**src/rtl/acs_params.svh**
```systemverilog
// Purpose: constants for the conversion sequencer (offsets, fields, resets, timing)
// Assumes: APB byte address is four times the register index
// Notes: definitions only
// Contract
// RULE1 - single channel, eight conversions, single scan: slots 1..8 in order, then stop
// RULE2 - single channel, eight conversions, continuous: ninth result wraps to slot 1
// RULE3 - multi channel: group chosen by top two select bits (4) or top bit (8)
// RULE4 - four channel single scan: results in slots 5..8 in channel order, then halt
// RULE5 - four channel continuous: fifth conversion overwrites slot 5, rotating forever
// RULE6 - eight channel single scan: each group channel once, own slot by position, halt
// RULE7 - eight channel continuous: ninth conversion overwrites slot 1, rotating forever
// RULE8 - scan bit set gives continuous; clear gives four or eight conversions then stop
// RULE9 - power bit clear removes converter power; software waits 100 us after enabling
// RULE10 - clock source bit clear selects E-clock, set selects internal R-C oscillator
// RULE11 - software waits 10 ms after selecting the R-C oscillator before converting
// RULE12 - software selects the R-C oscillator whenever E-clock is below 750 kHz
// RULE13 - low-power entry suspends current channel; resume re-samples it and continues
// RULE14 - fast stop exit with external clock: software allows about 100 us
// RULE15 - control write clears done flag, aborts conversion, restarts with new settings
// RULE16 - done flag bit 7 sets after a full pass; stays set until control is written
// RULE17 - control bits: done 7, eight 6, scan 5, multi 4, channel select 3..0
// RULE18 - multi mode ignores low two select bits (four) or low three bits (eight)
// RULE19 - rate bit 0 set selects E/2, clear selects E; rate register resets to zero
// RULE20 - rate register bits 7..1 are unimplemented and read zero
// RULE21 - software should set half rate when bus frequency exceeds 2.1 MHz
// RULE22 - with the R-C oscillator selected the half rate bit has no effect
// RULE23 - full rate E-clock: four conversions take 144 E-clock cycles
// RULE24 - half rate: four conversions take 288 E-clock cycles
// RULE25 - single channel, four conversions: results in slots 5..8 in order
// RULE26 - result slot: upper eight bits at one byte, low two in bits 7..6 of next
// RULE27 - after reset sequencer idles until the first control write
// RULE28 - each result slot is written in one clock so reads never see a partial value
`ifndef ACS_PARAMS_SVH
`define ACS_PARAMS_SVH
`define ACS_IDX_CTL 8'h30
`define ACS_IDX_RATE 8'h32
`define ACS_IDX_OPT 8'h39
`define ACS_IDX_RES_FIRST 8'h40
`define ACS_IDX_RES_LAST 8'h4f
`define ACS_BIT_DONE 7
`define ACS_BIT_EIGHT_CONVERSION_SELECT 6
`define ACS_BIT_SCAN 5
`define ACS_BIT_MULTI 4
`define ACS_BIT_HALF 0
`define ACS_BIT_PWR 7
`define ACS_BIT_CONVERSION_CLOCK_SOURCE 6
`define ACS_BIT_DLY 4
`define ACS_BIT_READY 0
`define ACS_RST_CTL 8'h00
`define ACS_RST_RATE 8'h00
`define ACS_RST_OPT 8'h00
`define ACS_SET4_TICKS 144
`define ACS_CONV_TICKS (`ACS_SET4_TICKS / 4)
`define ACS_SAMPLE_TICKS 12
`define ACS_RES_BITS 10
`define ACS_CLK_NS 5
`define ACS_PWR_SETTLE_NS 100000
`define ACS_PWR_SETTLE_CYC (`ACS_PWR_SETTLE_NS / `ACS_CLK_NS)
`endif

```
**src/rtl/acs_pkg.sv**
```systemverilog
// Purpose: types shared by the conversion sequencer files
// Assumes: constants live in acs_params.svh
// Notes: none
package acs_pkg;
	typedef struct packed
	{
		logic eight_conversion_select;
		logic scan;
		logic multi;
		logic [3:0] chan;
	} acs_ctl_t;
	typedef struct packed
	{
		logic power_en;
		logic sample;
		logic [3:0] channel;
		logic [9:0] dac_code;
	} acs_ana_t;
	typedef enum logic [1:0] {ACS_IDLE, ACS_RUN, ACS_HOLD} acs_state_t;
endpackage

```
**src/rtl/acs_sequencer.sv**
```systemverilog
// Purpose: APB-controlled sequencer for a ten-bit successive-approximation converter
// Assumes: comparator answer is synchronous to pclk; rc_tick is a one-cycle pulse per R-C period
// Notes: E-clock equals pclk qualified by clk_en
//
// The implementer's own choice: the APB interface to the registers.
`timescale 1ns/1ps
`default_nettype none
`include "acs_params.svh"
module acs_sequencer
#(
	parameter int PWR_SETTLE_CYC = `ACS_PWR_SETTLE_CYC
)
(
	input wire logic pclk,
	input wire logic presetn,
	input wire logic clk_en,
	input wire logic psel,
	input wire logic penable,
	input wire logic pwrite,
	input wire logic [11:0] paddr,
	input wire logic [31:0] pwdata,
	output logic [31:0] prdata,
	output logic pready,
	output logic pslverr,
	input wire logic rc_tick,
	input wire logic low_power,
	input wire logic cmp_above,
	output acs_pkg::acs_ana_t analog_out
);
	import acs_pkg::*;

	// register map and bus decode
	logic hit_ctl;
	logic hit_rate;
	logic hit_opt;
	logic hit_res;
	logic hit_any;
	logic xfer;
	logic wr_ctl;
	logic acc_first;
	logic [7:0] word_idx;

	acs_ctl_t ctl;
	logic done_flag;
	logic half_rate_select;
	logic converter_power_on;
	logic conversion_clock_source;
	logic stop_exit_delay;
	logic pwr_ready;
	logic [$clog2(PWR_SETTLE_CYC + 1)-1:0] pwr_cnt;

	// sequencing
	acs_state_t state;
	logic [5:0] phase;
	logic [2:0] conv_idx;
	logic e_half;
	logic tick;
	logic last_phase;
	logic [3:0] cur_chan;
	logic [2:0] cur_slot;
	logic store;
	logic pass_end;
	logic [2:0] rd_slot;
	logic [9:0] rd_data;
	logic [31:0] next_prdata;

	function automatic logic [3:0] chan_of(input acs_ctl_t c, input logic [2:0] k);
		if (!c.multi)
			chan_of = c.chan;
		else if (c.eight_conversion_select)
			chan_of = {c.chan[3], k}; // RULE3 RULE18
		else
			chan_of = {c.chan[3:2], k[1:0]}; // RULE3 RULE18
	endfunction

	function automatic logic [2:0] slot_of(input acs_ctl_t c, input logic [2:0] k);
		if (c.eight_conversion_select)
			slot_of = k; // RULE1 RULE6
		else
			slot_of = {1'b1, k[1:0]}; // RULE4 RULE25
	endfunction

	function automatic logic is_last(input acs_ctl_t c, input logic [2:0] k);
		is_last = (k == {c.eight_conversion_select, 2'h3});
	endfunction

	function automatic logic idx_hit(input logic [11:0] a, input logic [7:0] idx);
		idx_hit = (a[1:0] == 2'h0) && (a[11:10] == 2'h0) && (a[9:2] == idx);
	endfunction

	assign word_idx = paddr[9:2];
	assign hit_ctl = idx_hit(paddr, `ACS_IDX_CTL);
	assign hit_rate = idx_hit(paddr, `ACS_IDX_RATE);
	assign hit_opt = idx_hit(paddr, `ACS_IDX_OPT);
	assign hit_res = (paddr[1:0] == 2'h0) && (paddr[11:10] == 2'h0)
		&& (word_idx >= `ACS_IDX_RES_FIRST) && (word_idx <= `ACS_IDX_RES_LAST);
	assign hit_any = hit_ctl || hit_rate || hit_opt || hit_res;
	assign xfer = psel && penable && pready;
	assign wr_ctl = xfer && pwrite && hit_ctl;
	assign acc_first = psel && penable && !pready;

	// one wait state: ready rises in the second access cycle
	always_ff @(posedge pclk or negedge presetn)
	begin
		if (!presetn)
			pready <= 1'b0;
		else if (clk_en)
			pready <= acc_first;
	end

	always_ff @(posedge pclk or negedge presetn)
	begin
		if (!presetn)
			pslverr <= 1'b0;
		else if (clk_en)
			pslverr <= acc_first && !hit_any;
	end

	// result slot i: high byte at even index, low bits at odd index
	assign rd_slot = word_idx[3:1];

	always_comb
	begin
		next_prdata = 32'h0000_0000;
		if (hit_ctl)
			next_prdata[7:0] = {done_flag, ctl}; // RULE17
		else if (hit_rate)
			next_prdata[7:0] = {7'h00, half_rate_select}; // RULE20
		else if (hit_opt)
		begin
			next_prdata[`ACS_BIT_PWR] = converter_power_on;
			next_prdata[`ACS_BIT_CONVERSION_CLOCK_SOURCE] = conversion_clock_source;
			next_prdata[`ACS_BIT_DLY] = stop_exit_delay;
			next_prdata[`ACS_BIT_READY] = pwr_ready;
		end
		else if (hit_res)
		begin
			if (word_idx[0])
				next_prdata[7:0] = {rd_data[1:0], 6'h00}; // RULE26
			else
				next_prdata[7:0] = rd_data[9:2]; // RULE26
		end
	end

	always_ff @(posedge pclk or negedge presetn)
	begin
		if (!presetn)
			prdata <= 32'h0000_0000;
		else if (clk_en && acc_first && !pwrite)
			prdata <= next_prdata;
	end

	// software-visible registers
	always_ff @(posedge pclk or negedge presetn)
	begin
		if (!presetn)
			ctl <= acs_ctl_t'(7'(`ACS_RST_CTL));
		else if (clk_en && wr_ctl)
			ctl <= acs_ctl_t'(pwdata[6:0]); // RULE15
	end

	always_ff @(posedge pclk or negedge presetn)
	begin
		if (!presetn)
			half_rate_select <= 1'(`ACS_RST_RATE); // RULE19
		else if (clk_en && xfer && pwrite && hit_rate)
			half_rate_select <= pwdata[`ACS_BIT_HALF]; // RULE19
	end

	always_ff @(posedge pclk or negedge presetn)
	begin
		if (!presetn)
		begin
			converter_power_on <= 1'b0;
			conversion_clock_source <= 1'b0;
			stop_exit_delay <= 1'b0;
		end
		else if (clk_en && xfer && pwrite && hit_opt)
		begin
			converter_power_on <= pwdata[`ACS_BIT_PWR]; // RULE9
			conversion_clock_source <= pwdata[`ACS_BIT_CONVERSION_CLOCK_SOURCE]; // RULE10
			stop_exit_delay <= pwdata[`ACS_BIT_DLY];
		end
	end

	// settling indicator; software still owns the wait
	// status only: conversions are not gated by it
	always_ff @(posedge pclk or negedge presetn)
	begin
		if (!presetn)
		begin
			pwr_cnt <= '0;
			pwr_ready <= 1'b0;
		end
		else if (clk_en)
		begin
			if (!converter_power_on)
			begin
				pwr_cnt <= '0;
				pwr_ready <= 1'b0;
			end
			else if (pwr_cnt == PWR_SETTLE_CYC[$bits(pwr_cnt)-1:0])
				pwr_ready <= 1'b1; // RULE9
			else
				pwr_cnt <= pwr_cnt + 1'b1;
		end
	end

	// conversion clock: E, E/2 or R-C pulse
	always_ff @(posedge pclk or negedge presetn)
	begin
		if (!presetn)
			e_half <= 1'b0;
		else if (clk_en)
			e_half <= !e_half;
	end

	// the R-C pulse ignores the half rate bit entirely
	assign tick = conversion_clock_source ? rc_tick : (!half_rate_select || e_half); // RULE10 RULE22 RULE24
	assign last_phase = (phase == 6'(`ACS_CONV_TICKS - 1)); // RULE23
	assign cur_chan = chan_of(ctl, conv_idx);
	assign cur_slot = slot_of(ctl, conv_idx);
	assign store = (state == ACS_RUN) && tick && last_phase && !low_power && !wr_ctl;
	assign pass_end = is_last(ctl, conv_idx);

	// sequence state
	always_ff @(posedge pclk or negedge presetn)
	begin
		if (!presetn)
			state <= ACS_IDLE; // RULE27
		else if (clk_en)
		begin
			// a write with power off must not leave a stray sample pulse
			if (wr_ctl && converter_power_on)
				state <= ACS_RUN; // RULE15
			else if (!converter_power_on)
				state <= ACS_IDLE; // RULE9
			else
			begin
				unique case (state)
					ACS_IDLE:
						state <= ACS_IDLE;
					ACS_RUN:
					begin
						if (low_power)
							state <= ACS_HOLD; // RULE13
						else if (store && !ctl.scan && pass_end)
							state <= ACS_IDLE; // RULE1 RULE4 RULE6 RULE8
					end
					ACS_HOLD:
					begin
						if (!low_power)
							state <= ACS_RUN; // RULE13
					end
					default:
						state <= ACS_IDLE;
				endcase
			end
		end
	end

	// phase within one conversion; suspension restarts the current channel
	always_ff @(posedge pclk or negedge presetn)
	begin
		if (!presetn)
			phase <= 6'h00;
		else if (clk_en)
		begin
			if (wr_ctl || state != ACS_RUN || low_power)
				phase <= 6'h00; // RULE13 RULE15
			else if (tick)
				phase <= last_phase ? 6'h00 : phase + 6'h01;
		end
	end

	// position in the pass; wraps so continuous scan rotates through the slots
	always_ff @(posedge pclk or negedge presetn)
	begin
		if (!presetn)
			conv_idx <= 3'h0;
		else if (clk_en)
		begin
			if (wr_ctl)
				conv_idx <= 3'h0; // RULE15
			else if (store)
			begin
				if (pass_end)
					conv_idx <= 3'h0; // RULE2 RULE5 RULE7
				else
					conv_idx <= conv_idx + 3'h1;
			end
		end
	end

	// the write wins over a pass ending in the same cycle, as that pass is aborted
	always_ff @(posedge pclk or negedge presetn)
	begin
		if (!presetn)
			done_flag <= 1'b0;
		else if (clk_en)
		begin
			if (wr_ctl)
				done_flag <= 1'b0; // RULE15
			else if (store && pass_end)
				done_flag <= 1'b1; // RULE16
		end
	end

	// analog side: channel, sample window and successive approximation
	always_ff @(posedge pclk or negedge presetn)
	begin
		if (!presetn)
			analog_out <= '0;
		else if (clk_en)
		begin
			analog_out.power_en <= converter_power_on; // RULE9
			analog_out.channel <= cur_chan;
			analog_out.sample <= (state == ACS_RUN) && !low_power
				&& (phase < 6'(`ACS_SAMPLE_TICKS));
			// set the trial bit, keep it next tick only if the input is at or above it
			if (state == ACS_RUN && tick && !low_power)
			begin
				if (phase == 6'h00)
					analog_out.dac_code <= 10'h000;
				if (phase > 6'(`ACS_SAMPLE_TICKS)
					&& phase <= 6'(`ACS_SAMPLE_TICKS + `ACS_RES_BITS) && !cmp_above)
					analog_out.dac_code[4'(`ACS_SAMPLE_TICKS + `ACS_RES_BITS) - 4'(phase)] <= 1'b0;
				if (phase >= 6'(`ACS_SAMPLE_TICKS)
					&& phase < 6'(`ACS_SAMPLE_TICKS + `ACS_RES_BITS))
					analog_out.dac_code[4'(`ACS_SAMPLE_TICKS + `ACS_RES_BITS - 1) - 4'(phase)] <= 1'b1;
			end
		end
	end

	acs_result_bank u_bank
	(
		.pclk(pclk),
		.presetn(presetn),
		.clk_en(clk_en),
		.wr_en(store),
		.wr_slot(cur_slot),
		.wr_data(analog_out.dac_code),
		.rd_slot(rd_slot),
		.rd_data(rd_data)
	);
endmodule // acs_sequencer
`default_nettype wire

```
**src/rtl/acs_result_bank.sv**
```systemverilog
// Purpose: eight ten-bit result slots
// Assumes: one writer, one combinational reader
// Notes: a slot is written whole in one clock
`timescale 1ns/1ps
`default_nettype none
module acs_result_bank
(
	input wire logic pclk,
	input wire logic presetn,
	input wire logic clk_en,
	input wire logic wr_en,
	input wire logic [2:0] wr_slot,
	input wire logic [9:0] wr_data,
	input wire logic [2:0] rd_slot,
	output logic [9:0] rd_data
);
	import acs_pkg::*;
	logic [9:0] slot [0:7];

	always_ff @(posedge pclk or negedge presetn)
	begin
		if (!presetn)
		begin
			for (int i = 0; i < 8; i++)
				slot[i] <= 10'h000;
		end
		else if (clk_en && wr_en)
			slot[wr_slot] <= wr_data; // RULE28
	end

	assign rd_data = slot[rd_slot];
endmodule // acs_result_bank
`default_nettype wire

```
**config.mk**
```make
export PLATFORM = sky130hd
export DESIGN_NAME = acs_sequencer
export DESIGN_NICKNAME = d
export VERILOG_FILES = /design/src/rtl/acs_pkg.sv /design/src/rtl/acs_sequencer.sv /design/src/rtl/acs_result_bank.sv
export VERILOG_INCLUDE_DIRS = /design/src /design/src/rtl
export SDC_FILE = /design/constraint.sdc
export NUM_CORES = 1
export LEC_CHECK = 0
export ABC_CLOCK_PERIOD_IN_PS = 2600
export CAP_MARGIN = 20
export CORE_UTILIZATION = 39
export CTS_CLUSTER_SIZE = 28
export DETAILED_ROUTE_END_ITERATION = 12
export DONT_BUFFER_PORTS = 1
export PLACE_DENSITY_LB_ADDON = 0.3
export SLEW_MARGIN = 5
export SYNTH_ARGS = -nofsm -noshare
export SYNTH_HDL_FRONTEND = slang
export SYNTH_SLANG_ARGS = --single-unit
```
**constraint.sdc**
```tcl
create_clock -name pclk -period 2.6 [get_ports pclk]
set_input_delay 0.26 -clock pclk [delete_from_list [all_inputs] [get_ports pclk]]
set_output_delay 0.26 -clock pclk [all_outputs]
set_load 0.02 [all_outputs]
```
==> results.toml, run 1 <==
[outcome]
outcome = "complete, but fails checks"
violations = "negative hold slack"

[critical_path]
critPathLaunchType = "flip-flop"
path_cells = "inv_1 -> ha_1 -> or2b_4 -> nor4_4 -> nand3_2 -> or4b_1 -> buf_6 -> mux2_4"
max_stage_delay_ps = 540
cp.required_ps = 2900
critPathMaxFanout = 10
r2r-end = "u_bank.slot[71]"
cp_data_arrival_time_ps = 2820
worstSetupPathDepth = 8
critPathTopFamily = "simple AND/OR/NAND/NOR gates"
reg2reg_depth = 8
crit_start = "state[1]"
cp_num_buf_inv = 2
r2r-start = "state[1]"
cpMaxStageDelayCell = "or4b_1"
crit_end = "u_bank.slot[71]"
crit_path_end_kind = "flip-flop"
path_class = "flip-flop to flip-flop"
r2r_slack_ps = 80

[clocking]
cts_hold_buf = 9
cts_made_buffers = 17
clockBufferDepth = 2
cts_tree = "built"
postCtsSetupRepairBufs = 0
clk_latency_ps = 420
cts_sinks = 146
clkTransAtPathRegs_ps = 60
cts_max_level = 4
root_buffer = "clkbuf_16"

[route]
totalWireLength_um = 17500
initialDrtViolationCount = 313
wl_per_cell_um = 19.1
via_per_inst = 5.44
ant_nets = 0
first_pass_iters = 4
drc = 0
vias = 4993

[floorplanning]
ios = 103
initial_core_util = 0.401
die-area_sq_mm = 0.0199
fp.dieH_um = 141
die_width_um = 141
rows = 50
design.core.area_sq_mm = 0.0188

[yosys]
ys.warnings.count = 0
synth_cell_type_count = 67
synth_edf_count = 0
synthesis.area_sq_mm = 0.00755
netlist_top_cells_count = "dfrtp_1 (146), mux2_2 (71), nand2_1 (56)"
synth_top_area_frac = 0.484
avgSynthCellArea_sq_um = 12.1
async_flop_share = 1.00
synth_top_flop_cell = "dfrtp_1"
seq_area_frac_synth = 0.484
synth_cells = 622
synthTopCellsByArea = "dfrtp_1 (48%), mux2_2 (11%), mux4_2 (6.6%)"
ys_seq_elements = 146
yosysMostFrequentCell = "dfrtp_1"
yosysTopAreaCell = "dfrtp_1"

[timing]
maxSlewViolCount = 0
period_needed_ps = 2520
finalCritPeriodShare = 0.969
finalClockSkew_ps = 10.6
hold_violations = 146
fmax_mhz = 397
hold_slack_ps = -468
worst_pin_slew_ps = 769
rsz0062_at_grt = "true"
setup_slack_ps = 80.5
slew_headroom = 0.485
setup_viol = 0

[pwr]
ir_worst_vdd_v = 0.000498
leakage_nw = 3.86
power_density_mw_per_mm2 = 555

[final_layout]
fin_nets = 712
utilization = 0.450
layout.cells.non_filler = 917
syn2layout_area_growth_pct = 12.3
drive_gt1_frac = 0.274
antennaDiodeCount = 0

[place]
port-buffer-count = 0
hpwl_um = 12100
dp_cells = 877
pre_cts_ws_ps = 53.8
place_congestion = 0.825

[global_routing]
grtUsageTotal = 0.188
grt_max_degree = 147
grt_pass1_vias = 5123
antenna_found_initial = 0
grt-ovfl-total = 0
grt_pass1_wl_um = 28500

[worst_hold_path]
hold_path_class = "primary input to asynchronous set/reset pin"

[flow_run]
cap_violations = 0
## through the flow
step / area [sq um] / TNS, ps / power (W)
6_report: 8480 / 0 / 0.00471
5_1_grt: 8480 / -3.63 / 0.00487
4_1_cts: 8470 / 0 / 0.00476
3_5_place_dp: 7860 / 0 / 0.00255
3_3_place_gp: 7860 / 0 / 0.00254
2_1_floorplan: 7640 / 0 / 0.00257
## per-layer routing
| layer | wire, um | up-vias | global-route usage | part of all wire |
|---|---|---|---|---|
| met5 | 0 | - | 0 | 0 |
| li1 | - | 2295 | - | - |
| met3 | 797 | 8 | 0.0459 | 0.045 |
| met4 | 137 | 0 | 0.0561 | 0.0078 |
| met1 | 7950 | 2581 | 0.245 | 0.45 |
| met2 | 8660 | 109 | 0.310 | 0.49 |
## state kept, by name, indices dropped and copies added, names as in the netlist, 2 cells and up
| name | flops |
|---|---|
| u_bank.slot | 80 |
| analog_out | 16 |
| pwr_cnt | 15 |
| prdata | 8 |
| ctl | 7 |
| phase | 6 |
| conv_idx | 3 |
| state | 2 |
## layout by cell type (no fill, tap or decap), types with 12 or more instances in the layout
| cell | n |
|---|---|
| o21ai_0 | 13 |
| dfrtp_1 | 146 |
| nor2_1 | 33 |
| ha_1 | 14 |
| nand2_1 | 56 |
| mux4_2 | 22 |
| mux2_2 | 71 |
| nand4_1 | 12 |
| a21oi_1 | 13 |
| buf_4 | 24 |
| conb_1 | 24 |
| clkbuf_16 | 17 |
| mux2_4 | 15 |
## how the worst min path moves through the flow
stage                  from            end  slack, ps  depth (start not counted)
finish              presetn     pwr_cnt[2]       -470                          0
global route        presetn     pwr_cnt[7]       -490                          0
CTS                 presetn     pwr_cnt[6]       -490                          0
detailed placement  presetn     pwr_cnt[6]        -30                          0
global placement    presetn     pwr_cnt[6]        -30                          0
floorplan           presetn  analog_out[0]        -40                          0
## layout make-up
class,count,area [sq um]
clock inverters,9,60.1
repair buffers,36,313
fillers,1691,10300
multi-input cells,433,3620
flip-flops and latches,146,3650
inverters,11,41.3
clock buffers,22,464
well taps,260,325
## where the power goes
group          internal, W  switching, W  total (W)
Clock              0.00126      0.000930    0.00219
Sequential         0.00231     0.0000639    0.00237
Combinational    0.0000632     0.0000864   0.000150
## cells by family after synthesis
logic type / share of synthesized area
adder cells (fa/ha/maj): 0.0232
other: 0.000496
XOR/XNOR: 0.0185
AND/OR/NAND/NOR: 0.144
AO/OA/AOI/OAI: 0.0667
multiplexers: 0.213
buffers and inverters: 0.0502
flip-flops: 0.484
## timing repair
item / 4_1_cts / 5_1_grt
setup endpoints to repair: 0 / 20
gates resized for setup: 0 / 3
hold endpoints to repair: 167 / 146
No activity file was read; power rests on OpenSTA's default activity.
==> run 2: changes to the inputs <==
ABC_AREA = 1   (was default)
==> run 2 against run 1 <==
  * The run still ends with negative hold slack left
  * Die area grew 2.3%
  * Count of clock-buffer cells in the layout is the same
  * Power grew 20%
  * Fmax grew 19%
  * Sequential power grew 6%
  * Hold slack lost 3.2 ps
  * Combinational power grew to 2.8 times the previous value
  * Clock skew shrank 3.1 ps
  * Synthesized cell count grew 60%
  * Critical path type unchanged
==> results.toml, run 2 <==
[timing]
slew_headroom = 0.666
finalCritPeriodShare = 0.817
maxSlewViolCount = 0
period_needed_ps = 2120
worst_pin_slew_ps = 500
rsz0062_at_grt = "false"
final.setup.tns_ps = 0
hold_slack_ps = -472
hold_violations = 146
setup_viol = 0
finalClockSkew_ps = 7.58
setup_slack_ps = 476
fmax_mhz = 471

[global_routing]
grt_pass1_vias = 6051
grt_max_degree = 147
antenna_found_initial = 0
grtUsageTotal = 0.200
grt-ovfl-total = 0
grt_pass1_wl_um = 31200

[route]
initialDrtViolationCount = 510
vias = 6408
via_per_inst = 5.01
first_pass_iters = 5
wl_per_cell_um = 14.7
ant_nets = 0
drc = 0
totalWireLength_um = 18800

[yosys]
synth_top_flop_cell = "dfrtp_1"
synth_cells = 995
synthTopCellsByArea = "dfrtp_1 (47%), nand2_1 (12%), o21ai_0 (6.2%)"
synth_cell_type_count = 37
ys.warnings.count = 0
yosysMostFrequentCell = "nand2_1"
synthesis.area_sq_mm = 0.00773
yosysTopAreaCell = "dfrtp_1"
seq_area_frac_synth = 0.473
avgSynthCellArea_sq_um = 7.77
synth_top_area_frac = 0.473
ys_seq_elements = 146
async_flop_share = 1.00
netlist_top_cells_count = "nand2_1 (241), dfrtp_1 (146), nor2_1 (107)"
synth_edf_count = 0

[clocking]
cts_tree = "built"
root_buffer = "clkbuf_16"
cts_sinks = 146
cts_max_level = 4
cts_hold_buf = 9
clk_latency_ps = 430
cts_resized = 0
cts_made_buffers = 17
clockBufferDepth = 2
clkTransAtPathRegs_ps = 60

[floorplanning]
rows = 51
die-area_sq_mm = 0.0204
initial_core_util = 0.397
die_width_um = 143
fp.dieH_um = 143
design.core.area_sq_mm = 0.0195
ios = 103

[final_layout]
fill_cells = 1961
fin_nets = 1069
utilization = 0.445
finalInstanceArea_sq_mm = 0.00865
final_common_cell = "nand2_1"
top_register = "u_bank.slot"
syn2layout_area_growth_pct = 12.0
top_regs = "u_bank.slot x80, analog_out x16, pwr_cnt x15"
most-common-layout-cells = "nand2_1 (241), dfrtp_1 (146), nor2_1 (107)"
drive_gt1_frac = 0.0769
largest_reg_flops = 80
antennaDiodeCount = 0

[critical_path]
cp_data_arrival_time_ps = 2420
critPathTopFamily = "simple AND/OR/NAND/NOR gates"
max_stage_delay_ps = 470
cpMaxStageDelayCell = "dfrtp_1"
critPathMaxFanout = 20
critPathLaunchType = "flip-flop"
worstSetupPathDepth = 9
reg2reg_depth = 9
cp.required_ps = 2900
path_cells = "ha_1 -> nand4_4 -> nor2_4 -> nand2_2 -> nor2_4 -> nand3_1 -> buf_4 -> nand2_1 -> o21ai_1"
crit_path_end_kind = "flip-flop"
path_class = "flip-flop to flip-flop"
cp_num_buf_inv = 1
crit_top_cell = "nor2_4"

[place]
port-buffer-count = 0
pre_cts_ws_ps = 516
place_congestion = 0.834
hpwl_um = 12900
place_area_sq_mm = 0.00790

[flow_run]
cap_violations = 0

[outcome]
outcome = "complete, but fails checks"
violations = "negative hold slack"

[worst_hold_path]
hold_path_class = "primary input to asynchronous set/reset pin"

[pwr]
ir_worst_vdd_v = 0.000381
power_density_mw_per_mm2 = 654
leakage_nw = 3.97
-- run 2: power by group --
| group | switching [W] | internal [W] | total, W |
|---|---|---|---|
| clock network | 0.000935 | 0.00180 | 0.00273 |
| registers | 0.000134 | 0.00238 | 0.00251 |
| logic | 0.000275 | 0.000142 | 0.000417 |
-- run 2: through the flow --
| step | power (W) | cells |
|---|---|---|
| 3_3_place_gp | 0.00294 | 1239 |
| 4_1_cts | 0.00571 | 1279 |
| 6_report | 0.00566 | 1279 |
| 5_1_grt | 0.00589 | 1279 |
| 3_5_place_dp | 0.00295 | 1239 |
| 2_1_floorplan | 0.00289 | 1018 |
-- run 2: worst paths after layout --
check / start / endpoint / slack (ps)
setup / recovery: phase[1] / u_bank.slot[30] / 480
hold / removal: presetn / analog_out[0] / -470
setup reg to reg: phase[1] / u_bank.slot[30] / 480
hold reg to reg: e_half / e_half / 460
max in group asynchronous: presetn / analog_out[15] / 2830
min in group pclk: clk_en / analog_out[11] / 10
-- run 2: routing by layer --
layer,vias up,GRT usage,part of all wire
met4,0,0.0645,0.012
met5,-,0,0
met2,130,0.321,0.47
li1,3219,-,-
met1,3041,0.268,0.47
met3,18,0.0423,0.043
-- run 2: final cells by class --
class,instances,area (sq um),share of cell area
Sequential cell,146,3650,0.422
Multi-Input combinational cell,718,3430,0.397
Clock buffer,22,484,0.0559
Inverter,91,342,0.0395
Tap cell,265,332,0.0383
Timing Repair Buffer,28,233,0.0269
Clock inverter,9,176,0.0204
-- run 2: kinds of logic after synthesis --
family,Yosys count,share of synthesized area
other,1,0.000485
adder cells (fa/ha/maj),14,0.0227
XOR/XNOR,9,0.0102
AND/OR/NAND/NOR,464,0.258
AO/OA/AOI/OAI,206,0.140
buffers and inverters,154,0.0942
flip-flops,146,0.473
multiplexers,1,0.00146
-- run 2: what timing repair did --
action                                  in CTS  in global routing
endpoints found under the setup margin       0                  0
buffers inserted                             0                  0
endpoints found under the hold margin      158                146
